[config.mk]
export PLATFORM = sky130hd
export DESIGN_NAME = cvs_top
export DESIGN_NICKNAME = d
export VERILOG_FILES = /design/src/design/cvs_pkg.sv /design/src/design/cvs_top.sv
export SDC_FILE = /design/constraint.sdc
export NUM_CORES = 1
export LEC_CHECK = 0
export BUFFER_PORTS_ARGS = -buffer_cell sky130_fd_sc_hd__buf_2
export CAP_MARGIN = 10
export CELL_PAD_IN_SITES_DETAIL_PLACEMENT = 0
export CELL_PAD_IN_SITES_GLOBAL_PLACEMENT = 1
export CORE_MARGIN = 2
export CORE_UTILIZATION = 35
export CTS_CLUSTER_DIAMETER = 40
export DETAILED_ROUTE_END_ITERATION = 10
export PLACE_DENSITY_LB_ADDON = 0.1
export SLEW_MARGIN = 25
export SYNTH_ARGS = -nofsm -noshare
export SYNTH_HDL_FRONTEND = slang
export SYNTH_SLANG_ARGS = --single-unit
[constraint.sdc]
create_clock -name clock_i -period 2.4 [get_ports clock_i]
set_clock_uncertainty 0.2 [all_clocks]
set_input_delay 0.12 -clock clock_i [delete_from_list [all_inputs] [get_ports clock_i]]
set_output_delay 0.12 -clock clock_i [all_outputs]
set_load 0.01 [all_outputs]
[src/design/cvs_pkg.sv]
// Purpose: Shared constants and types for the conversion sequencer
// Assumes: AXI4-Lite register access, 32-bit data, one clock
// Notes: All offsets are byte addresses of aligned words
package cvs_pkg;

  // ===========================================================
  // Register offsets
  localparam logic [7:0] CTRL_OFF = 8'h00;
  localparam logic [7:0] CMD_OFF = 8'h04;
  localparam logic [7:0] STAT_OFF = 8'h08;
  localparam logic [7:0] RES8_OFF = 8'h0C;
  localparam logic [7:0] RES16_OFF = 8'h10;
  localparam logic [7:0] RES32_OFF = 8'h14;
  localparam logic [7:0] CFG_OFF = 8'h18;
  localparam logic [7:0] COH_OFF = 8'h1C;
  localparam logic [7:0] SETUP0_OFF = 8'h20;

  // ===========================================================
  // Field positions
  localparam int CTRL_IRQ_EN = 0;
  localparam int CTRL_HW_SOC = 1;
  localparam int CMD_START = 0;
  localparam int CMD_STOP = 1;
  localparam int CMD_POWER_UP = 2;
  localparam int CMD_POWER_DOWN = 3;
  localparam int CMD_SLEEP = 4;
  localparam int CMD_WAKEUP = 5;
  localparam int STAT_EOC = 0;
  localparam int STAT_BUSY = 1;
  localparam int STAT_PEND = 2;
  localparam int STAT_POWER = 3;
  localparam int STAT_SLEEP = 4;
  localparam int SETUP_MODE_LSB = 0;
  localparam int SETUP_GAIN_LSB = 2;

  // ===========================================================
  // Reset values and timing
  localparam logic [31:0] CTRL_RST = 32'h0000_0000;
  localparam logic [1:0] COH_RST = 2'h0;
  localparam logic [3:0] SETUP_RST = 4'h0;
  localparam int CONV_NS = 1000;
  localparam int CLK_NS = 40;
  localparam int CONV_CYC = (CONV_NS + CLK_NS - 1) / CLK_NS;

  // ===========================================================
  // Modes and gains
  typedef enum logic [1:0] {
    MODE_SINGLE = 2'h0,
    MODE_MULTI = 2'h1,
    MODE_CONT = 2'h2,
    MODE_TURBO = 2'h3
  } cvs_mode_e;

  typedef enum logic [1:0] {
    buffer_gain_one = 2'h0,
    buffer_gain_two = 2'h1,
    buffer_gain_four = 2'h2,
    buffer_gain_eight = 2'h3
  } cvs_gain_e;

  // One stored setup: mode and gain
  typedef struct packed {
    cvs_gain_e gain;
    cvs_mode_e mode;
  } cvs_setup_s;

  // Sequencer states
  typedef enum logic [3:0] {
    ST_OFF = 4'b0001,
    ST_IDLE = 4'b0010,
    ST_CONV = 4'b0100,
    ST_SLEEP = 4'b1000
  } cvs_state_e;

endpackage : cvs_pkg

[src/design/cvs_top.sv]
// Purpose: Start/stop sequencing, status and results of a converter
// Assumes: Modulator delivers a sample at conv_done_i; AXI4-Lite
`timescale 1ns/1ps
`default_nettype none

module cvs_top (
  // Clock and reset
  input wire logic clock_i,
  input wire logic sys_rst_i,
  // AXI4-Lite write address and data
  input wire logic [7:0] s_axi_awaddr,
  input wire logic s_axi_awvalid,
  output logic s_axi_awready,
  input wire logic [31:0] s_axi_wdata,
  input wire logic [3:0] s_axi_wstrb,
  input wire logic s_axi_wvalid,
  output logic s_axi_wready,
  // AXI4-Lite write response
  output logic [1:0] s_axi_bresp,
  output logic s_axi_bvalid,
  input wire logic s_axi_bready,
  // AXI4-Lite read
  input wire logic [7:0] s_axi_araddr,
  input wire logic s_axi_arvalid,
  output logic s_axi_arready,
  output logic [31:0] s_axi_rdata,
  output logic [1:0] s_axi_rresp,
  output logic s_axi_rvalid,
  input wire logic s_axi_rready,
  // Converter side
  input wire logic hw_soc_i,
  input wire logic conv_done_i,
  input wire logic [31:0] conv_data_i,
  input wire logic dma_read_i,
  output logic conv_run_o,
  output logic conv_abort_o,
  output logic power_on_o,
  output logic [1:0] buf_gain_o,
  output logic [1:0] conv_mode_o,
  output logic eoc_o,
  output logic irq_o
);

  // ===========================================================
  // Declarations
  cvs_pkg::cvs_state_e state;
  cvs_pkg::cvs_setup_s setups [4];
  cvs_pkg::cvs_setup_s active;
  logic [1:0] cfg_sel;
  logic [1:0] coh_sel;
  logic irq_en, hw_en;
  logic pending, repeat_on, eoc, irq_pend, asleep;
  logic [31:0] result;
  logic [7:0] aw_addr, ar_addr;
  logic aw_have, w_have;
  logic [31:0] w_data;
  logic [3:0] w_strb;
  logic soc_s1, soc_s2, soc_s3;
  logic wr_fire, rd_fire, res_read, cmd_wr;
  logic start_req, stop_req, done_ok;
  logic [31:0] cmd_bits, rd_word;

  // Byte-lane merge of a register with write data
  function automatic logic [31:0] merge(input logic [31:0] old,
      input logic [31:0] d, input logic [3:0] s);
    logic [31:0] r;
    r = old;
    for (int i = 0; i < 4; i++) begin
      if (s[i]) begin
        r[i*8 +: 8] = d[i*8 +: 8];
      end
    end
    return r;
  endfunction

  // Address is one of the result views
  function automatic logic is_result(input logic [7:0] a);
    return (a == cvs_pkg::RES8_OFF) || (a == cvs_pkg::RES16_OFF) ||
           (a == cvs_pkg::RES32_OFF);
  endfunction

  // ===========================================================
  // AXI4-Lite write channel: address and data in either order
  always_ff @(posedge clock_i) begin
    if (sys_rst_i) begin
      aw_have <= 1'b0;
      w_have <= 1'b0;
      aw_addr <= 8'h00;
      w_data <= 32'h0000_0000;
      w_strb <= 4'h0;
      s_axi_bvalid <= 1'b0;
    end else begin
      if (s_axi_awvalid && s_axi_awready) begin
        aw_have <= 1'b1;
        aw_addr <= s_axi_awaddr;
      end
      if (s_axi_wvalid && s_axi_wready) begin
        w_have <= 1'b1;
        w_data <= s_axi_wdata;
        w_strb <= s_axi_wstrb;
      end
      if (wr_fire) begin
        aw_have <= 1'b0;
        w_have <= 1'b0;
        s_axi_bvalid <= 1'b1;
      end else if (s_axi_bvalid && s_axi_bready) begin
        s_axi_bvalid <= 1'b0;
      end
    end
  end

  // Ready only while the slot is empty; response is always OKAY
  assign s_axi_awready = !aw_have && !s_axi_bvalid;
  assign s_axi_wready = !w_have && !s_axi_bvalid;
  assign s_axi_bresp = 2'b00;
  assign wr_fire = aw_have && w_have && !s_axi_bvalid;
  assign cmd_wr = wr_fire && (aw_addr == cvs_pkg::CMD_OFF);
  assign cmd_bits = cmd_wr ? (w_data & {{24{1'b0}}, {8{w_strb[0]}}})
                           : 32'h0000_0000;

  // ===========================================================
  // Control, coherency and stored setup registers
  always_ff @(posedge clock_i) begin
    if (sys_rst_i) begin
      irq_en <= cvs_pkg::CTRL_RST[cvs_pkg::CTRL_IRQ_EN];
      hw_en <= cvs_pkg::CTRL_RST[cvs_pkg::CTRL_HW_SOC];
      coh_sel <= cvs_pkg::COH_RST;
      for (int i = 0; i < 4; i++) begin
        setups[i] <= cvs_pkg::cvs_setup_s'(cvs_pkg::SETUP_RST);
      end
    end else if (wr_fire) begin
      case (aw_addr)
        cvs_pkg::CTRL_OFF: begin
          if (w_strb[0]) begin
            irq_en <= w_data[cvs_pkg::CTRL_IRQ_EN];
            hw_en <= w_data[cvs_pkg::CTRL_HW_SOC];
          end
        end
        cvs_pkg::COH_OFF: begin
          if (w_strb[0]) begin
            coh_sel <= w_data[1:0];
          end
        end
        default: begin
          for (int i = 0; i < 4; i++) begin
            if (aw_addr == cvs_pkg::SETUP0_OFF + 8'(4 * i) && w_strb[0])
            begin
              setups[i] <= cvs_pkg::cvs_setup_s'(w_data[3:0]);
            end
          end
        end
      endcase
    end
  end

  // Setup selection writes are dropped while a conversion runs
  always_ff @(posedge clock_i) begin
    if (sys_rst_i) begin
      cfg_sel <= 2'h0;
    end else if (wr_fire && aw_addr == cvs_pkg::CFG_OFF && w_strb[0] &&
                 state != cvs_pkg::ST_CONV) begin
      cfg_sel <= w_data[1:0];
    end
  end

  // Active setup latched only between conversions
  always_ff @(posedge clock_i) begin
    if (sys_rst_i) begin
      active <= cvs_pkg::cvs_setup_s'(cvs_pkg::SETUP_RST);
    end else if (state != cvs_pkg::ST_CONV && state != cvs_pkg::ST_SLEEP)
    begin
      active <= setups[cfg_sel];
    end
  end

  // ===========================================================
  // Hardware start: two-flop synchroniser then edge detect
  always_ff @(posedge clock_i) begin
    if (sys_rst_i) begin
      soc_s1 <= 1'b0;
      soc_s2 <= 1'b0;
      soc_s3 <= 1'b0;
    end else begin
      soc_s1 <= hw_soc_i;
      soc_s2 <= soc_s1;
      soc_s3 <= soc_s2;
    end
  end

  // Rising edge only counts when enabled and not converting
  assign start_req = cmd_bits[cvs_pkg::CMD_START] ||
      (hw_en && soc_s2 && !soc_s3 && state != cvs_pkg::ST_CONV);
  assign stop_req = cmd_bits[cvs_pkg::CMD_STOP];
  // A sample that meets any aborting command is dropped with its run
  assign done_ok = state == cvs_pkg::ST_CONV && conv_done_i && !stop_req &&
      !cmd_bits[cvs_pkg::CMD_POWER_DOWN] &&
      !cmd_bits[cvs_pkg::CMD_SLEEP];

  // ===========================================================
  // Sequencer state machine
  always_ff @(posedge clock_i) begin
    if (sys_rst_i) begin
      state <= cvs_pkg::ST_OFF;
      pending <= 1'b0;
      repeat_on <= 1'b0;
      conv_abort_o <= 1'b0;
    end else begin
      conv_abort_o <= 1'b0;
      case (state)
        cvs_pkg::ST_OFF: begin
          if (cmd_bits[cvs_pkg::CMD_POWER_UP]) begin
            state <= cvs_pkg::ST_IDLE;
          end
        end
        cvs_pkg::ST_IDLE: begin
          if (cmd_bits[cvs_pkg::CMD_POWER_DOWN]) begin
            state <= cvs_pkg::ST_OFF;
          end else if (cmd_bits[cvs_pkg::CMD_SLEEP]) begin
            state <= cvs_pkg::ST_SLEEP;
          end else if (start_req && !stop_req) begin
            state <= cvs_pkg::ST_CONV;
            repeat_on <= active.mode != cvs_pkg::MODE_SINGLE;
          end
        end
        cvs_pkg::ST_CONV: begin
          if (stop_req || cmd_bits[cvs_pkg::CMD_POWER_DOWN] ||
              cmd_bits[cvs_pkg::CMD_SLEEP]) begin
            // Abort drops the partial sample and any queued start
            conv_abort_o <= 1'b1;
            pending <= 1'b0;
            repeat_on <= 1'b0;
            state <= cmd_bits[cvs_pkg::CMD_POWER_DOWN] ? cvs_pkg::ST_OFF
                   : cmd_bits[cvs_pkg::CMD_SLEEP] ? cvs_pkg::ST_SLEEP
                   : cvs_pkg::ST_IDLE;
          end else if (conv_done_i) begin
            if (repeat_on || pending || start_req) begin
              pending <= 1'b0;
            end else begin
              state <= cvs_pkg::ST_IDLE;
            end
          end else if (cmd_bits[cvs_pkg::CMD_START]) begin
            pending <= 1'b1;
          end
        end
        cvs_pkg::ST_SLEEP: begin
          if (cmd_bits[cvs_pkg::CMD_WAKEUP]) begin
            state <= cvs_pkg::ST_IDLE;
          end
        end
        default: begin
          state <= cvs_pkg::ST_OFF;
        end
      endcase
    end
  end

  // ===========================================================
  // Result capture, end-of-conversion flag and interrupt
  assign res_read = rd_fire && is_result(ar_addr) &&
      (ar_addr == cvs_pkg::RES32_OFF || coh_sel == 2'h0);
  always_ff @(posedge clock_i) begin
    if (sys_rst_i) begin
      result <= 32'h0000_0000;
      eoc <= 1'b0;
      irq_pend <= 1'b0;
    end else begin
      if (done_ok) begin
        result <= conv_data_i;
      end
      // New completion wins over a same-cycle clear
      if (done_ok) begin
        eoc <= 1'b1;
      end else if (res_read || dma_read_i ||
                   (start_req && state != cvs_pkg::ST_CONV)) begin
        eoc <= 1'b0;
      end
      if (done_ok && irq_en) begin
        irq_pend <= 1'b1;
      end else if (res_read || dma_read_i || !irq_en) begin
        irq_pend <= 1'b0;
      end
    end
  end

  // ===========================================================
  // Registered outputs to the converter
  always_ff @(posedge clock_i) begin
    if (sys_rst_i) begin
      conv_run_o <= 1'b0;
      power_on_o <= 1'b0;
      buf_gain_o <= 2'h0;
      conv_mode_o <= 2'h0;
      eoc_o <= 1'b0;
      irq_o <= 1'b0;
      asleep <= 1'b0;
    end else begin
      conv_run_o <= state == cvs_pkg::ST_CONV;
      power_on_o <= state == cvs_pkg::ST_IDLE || state == cvs_pkg::ST_CONV;
      buf_gain_o <= active.gain;
      conv_mode_o <= active.mode;
      eoc_o <= eoc;
      irq_o <= irq_pend;
      asleep <= state == cvs_pkg::ST_SLEEP;
    end
  end

  // ===========================================================
  // AXI4-Lite read channel, one cycle after address accept
  assign s_axi_arready = !s_axi_rvalid;
  assign rd_fire = s_axi_arvalid && s_axi_arready;
  assign ar_addr = s_axi_araddr;
  assign s_axi_rresp = 2'b00;

  // Read decode; result views are sign extended
  always_comb begin
    rd_word = 32'h0000_0000;
    case (ar_addr)
      cvs_pkg::CTRL_OFF: rd_word = {30'h0000_0000, hw_en, irq_en};
      cvs_pkg::STAT_OFF: rd_word = {27'h0000_0000, asleep, power_on_o,
                                    pending, conv_run_o, eoc};
      cvs_pkg::RES8_OFF: rd_word = {{24{result[7]}}, result[7:0]};
      cvs_pkg::RES16_OFF: rd_word = {{16{result[15]}}, result[15:0]};
      cvs_pkg::RES32_OFF: rd_word = result;
      cvs_pkg::CFG_OFF: rd_word = {30'h0000_0000, cfg_sel};
      cvs_pkg::COH_OFF: rd_word = {30'h0000_0000, coh_sel};
      default: begin
        for (int i = 0; i < 4; i++) begin
          if (ar_addr == cvs_pkg::SETUP0_OFF + 8'(4 * i)) begin
            rd_word = {28'h000_0000, setups[i]};
          end
        end
      end
    endcase
  end

  always_ff @(posedge clock_i) begin
    if (sys_rst_i) begin
      s_axi_rvalid <= 1'b0;
      s_axi_rdata <= 32'h0000_0000;
    end else if (rd_fire) begin
      s_axi_rvalid <= 1'b1;
      s_axi_rdata <= rd_word;
    end else if (s_axi_rready) begin
      s_axi_rvalid <= 1'b0;
    end
  end

endmodule // cvs_top

`default_nettype wire

==> results.cfg <==
[clock_tree]
cts_max_level = 4
cts_setup_buffers = 0
worstSkewPairLatency_ns = 0.42
cts_num_sinks = 130
clk_transition_reported_paths_ns = 0.06
clock_tree.buffer_depth = 2
clock_tree_from_tritoncts = done
cts_inserted_buffers = 17
clockRootBuffer = sky130_fd_sc_hd__clkbuf_16

[logic_synthesis]
netlist.area_leader.share = 0.410
netlist_area_before_placement_um2 = 5570
post_synth.cell_area_avg_um2 = 8.82
ys_ff_latch = 130
ys_dominant_reg_cell = sky130_fd_sc_hd__dfxtp_1
netlist.top_cell.by_area = sky130_fd_sc_hd__dfxtp_1
ys_seq_area_frac = 0.496
synth.top_cells.by_area = sky130_fd_sc_hd__dfxtp_1, sky130_fd_sc_hd__edfxtp_1, sky130_fd_sc_hd__nand2_1
synth.lib_cells_used.distinct = 58
synth-edff-count = 16
async_reset_ff_frac = 0
netlist_instances = 631
synthesis.yosys.warnings = 0

[routing]
drc = 0
postRouteAntennaNets = 0
drt_iter0_markers = 211
totalWireLength_mm = 15.9
drtPass1Iterations = 5
post_drt_wl_per_cell_um = 15.1
vias = 5156
viasPerCell = 4.92

[hold_path]
min_path_type = in -> reg
worstHoldPathCells = 5
min-delay-start = s_axi_awvalid
worst_hold_path.endpoint = aw_have

[timing]
timing_hold_violations_final = 0
maxClockFrequency_ghz = 0.419
fin_hold_ws_ns = 0.110
slew_headroom = 0.510
fin_setup_tns_ns = 0
worst_pin_slew_ns = 0.716
grt_setup_unrepaired = true
min_period_ns = 2.39
final_max_slew_viol_count = 0
layout_worst_path_cycle_share = 0.994
setup-violations-final = 0

[layout]
finish.cell_count_without_fillers = 1049
antenna_cells = 0
design.final.nets = 916
drive_gt1_frac = 0.238
post_layout_util = 0.495
flow.area_growth_from_synthesis_pct = 39.6

[placed_design]
numPlacedInstances = 946
portBuffers = 110
place_hpwl_mm = 10.9
gp_routability_congestion = 0.806

[floorplanning]
die_w_um = 130
die-height_um = 130
core_region_area_um2 = 15700
num_rows = 46
ios = 144
floorplan.initialDensity = 0.354
die_area_um2 = 16900

[critical_path]
max_incr_delay_on_cp_ns = 0.56
logic_depth_of_the_worst_register_to_register_path = 5
path_cells = or4_4, or4_4, o211a_1, or2_1, o221a_1
timing_worst_setup_path_type = reg -> reg
critical-path-slowest-cell = sky130_fd_sc_hd__or4_4
start_kind = flip-flop
critical_path.max_fanout = 4
reg2reg_setup_slack_ns = 0.01
worstPathArrival_ns = 2.49
critPathMostFrequentCell = sky130_fd_sc_hd__or4_4
cp_data_required_time_ns = 2.51
timing.rr.end = state[2]
worstSetupEndpointType = flip-flop
r2r-start = aw_addr[5]

[power]
power_density_nw_per_um2 = 696
peakVddDrop_uv = 499
report.power.total_w = 0.00541
leakage_nw = 3.15

[global_route]
grt_use_total = 0.190
gr-total-overflow = 0
initial_antenna_violation_count = 0
maximum_number_of_pins_on_one_net_before_global_route_repair = 85
grt_pass1_vias = 4798
grt_first_pass_wirelength_mm = 24.4

[status]
run_status = completed

[run]
max_cap_violations = 0
[cell type report]
cell class              instances  area (um2)
well taps                     216         270
multi-input cells             452        2610
fillers                      1528        7940
clock buffers                  25         515
inverters                       6        22.5
repair buffers                215        1560
clock inverters                 5        27.5
flip-flops and latches        130        2770
[per-stage QoR]
step	cell area, um2	setup slack [ns]
2_1_floorplan	5580	0.00480
3_3_place_gp	6470	-0.0665
3_5_place_dp	6470	-0.0868
4_1_cts	7750	-0.00822
5_1_grt	7770	-0.0472
6_report	7770	0.0140
[logic make-up after synthesis]
| family | after synthesis | share of synthesized area |
|---|---|---|
| AOI/OAI and AO/OA | 150 | 0.159 |
| buffers and inverters | 52 | 0.0429 |
| DFF | 130 | 0.496 |
| other | 1 | 0.000674 |
| and+or+nand+nor | 274 | 0.245 |
| muxes | 24 | 0.0569 |
[worst max-delay path: cells and delay by family, from the launching register on]
family           cells  cell delay [ns]
AND/OR/NAND/NOR      3             1.35
AO/OA/AOI/OAI        2             0.39
flip-flops           1             0.32
[cell usage in the layout, fill, tap and decap left out, drive strengths merged, types with 2 or more instances in the layout]
| master | Yosys | routed |
|---|---|---|
| and2 | 17 | 17 |
| or4 | 2 | 2 |
| nor2b | 12 | 12 |
| a21oi | 73 | 73 |
| or3 | 5 | 5 |
| nand3b | 3 | 3 |
| nand2 | 116 | 116 |
| buf | 18 | 142 |
| nor4 | 7 | 7 |
| a21boi | 2 | 2 |
| or4b | 5 | 5 |
| inv | 6 | 6 |
| and3 | 3 | 3 |
| or2 | 5 | 5 |
| dfxtp | 114 | 114 |
| conb | 1 | 4 |
| and4 | 4 | 4 |
| nor3 | 18 | 18 |
| a221oi | 2 | 2 |
| o21ai | 31 | 31 |
| a21o | 8 | 8 |
| dlygate4sd3 | 0 | 73 |
| nor2 | 45 | 45 |
| a22oi | 12 | 12 |
| nand4 | 2 | 2 |
| clkinv | 0 | 4 |
| edfxtp | 16 | 16 |
| nor3b | 5 | 5 |
| mux2i | 17 | 17 |
| nor4b | 2 | 2 |
| nand3 | 11 | 11 |
| clkbuf | 28 | 25 |
| o41ai | 5 | 5 |
| mux4 | 6 | 6 |
| a31oi | 3 | 3 |
| nand2b | 7 | 7 |
| nand4b | 3 | 3 |
| a211oi | 5 | 5 |
[routing by layer]
metal	vias up	global-route usage	wire length [um]
li1	2594	-	-
met1	2415	0.232	7030
met2	120	0.326	7810
met3	27	0.0459	711
met4	0	0.0715	312
met5	-	0	0
[cells in the mapped netlist (3+ instances only)]
master and count:
sky130_fd_sc_hd__a211oi_1 5, sky130_fd_sc_hd__a21o_1 8, sky130_fd_sc_hd__a21oi_1 73, sky130_fd_sc_hd__a22oi_1 12, sky130_fd_sc_hd__a31oi_1 3, sky130_fd_sc_hd__and2_1 17, sky130_fd_sc_hd__and3_1 3, sky130_fd_sc_hd__and4_1 4
sky130_fd_sc_hd__buf_1 6, sky130_fd_sc_hd__buf_2 5, sky130_fd_sc_hd__buf_4 4, sky130_fd_sc_hd__buf_6 3, sky130_fd_sc_hd__clkbuf_1 28, sky130_fd_sc_hd__dfxtp_1 114, sky130_fd_sc_hd__edfxtp_1 16, sky130_fd_sc_hd__inv_1 6
sky130_fd_sc_hd__mux2i_1 17, sky130_fd_sc_hd__mux4_2 6, sky130_fd_sc_hd__nand2_1 116, sky130_fd_sc_hd__nand2b_1 7, sky130_fd_sc_hd__nand3_1 10, sky130_fd_sc_hd__nand3b_1 3, sky130_fd_sc_hd__nand4b_1 3, sky130_fd_sc_hd__nor2_1 45
sky130_fd_sc_hd__nor2b_1 12, sky130_fd_sc_hd__nor3_1 17, sky130_fd_sc_hd__nor3b_1 5, sky130_fd_sc_hd__nor4_1 6, sky130_fd_sc_hd__o21ai_0 31, sky130_fd_sc_hd__o41ai_1 5, sky130_fd_sc_hd__or2_2 4, sky130_fd_sc_hd__or3_1 5
sky130_fd_sc_hd__or4b_1 3
[where the power goes]
part / switching (W) / internal, W
clock: 0.000903 / 0.00146
sequential: 0.0000659 / 0.00229
combinational: 0.000347 / 0.000345
total: 0.00132 / 0.00409
[worst max path at each step]
stage               startpoint  endpoint  slack, ns  depth (start not counted)
CTS                 aw_addr[0]  state[2]     -0.008                          5
detailed placement  aw_addr[0]  state[2]      -0.09                          5
global route        aw_addr[5]  state[2]      -0.05                          5
finish              aw_addr[5]  state[2]       0.01                          5
floorplan           aw_addr[0]  state[2]      0.005                          6
global placement    aw_addr[0]  state[2]      -0.07                          5
[state kept, by name, indices dropped and copies added, names as in the netlist, 4 cells and up]
name         count
active           4
setups          16
state            4
w_data           6
result          32
aw_addr          8
s_axi_rdata     32
[timing repair]
| action | in CTS | in global routing |
|---|---|---|
| hold buffers | 73 | 0 |
| gates resized for setup | 2 | 7 |
| pin swaps | 0 | 3 |
| gates cloned | 0 | 0 |
| endpoints found under the setup margin | 35 | 36 |
| hold endpoints to repair | 61 | 0 |
Power figures use the tool's default switching activity.
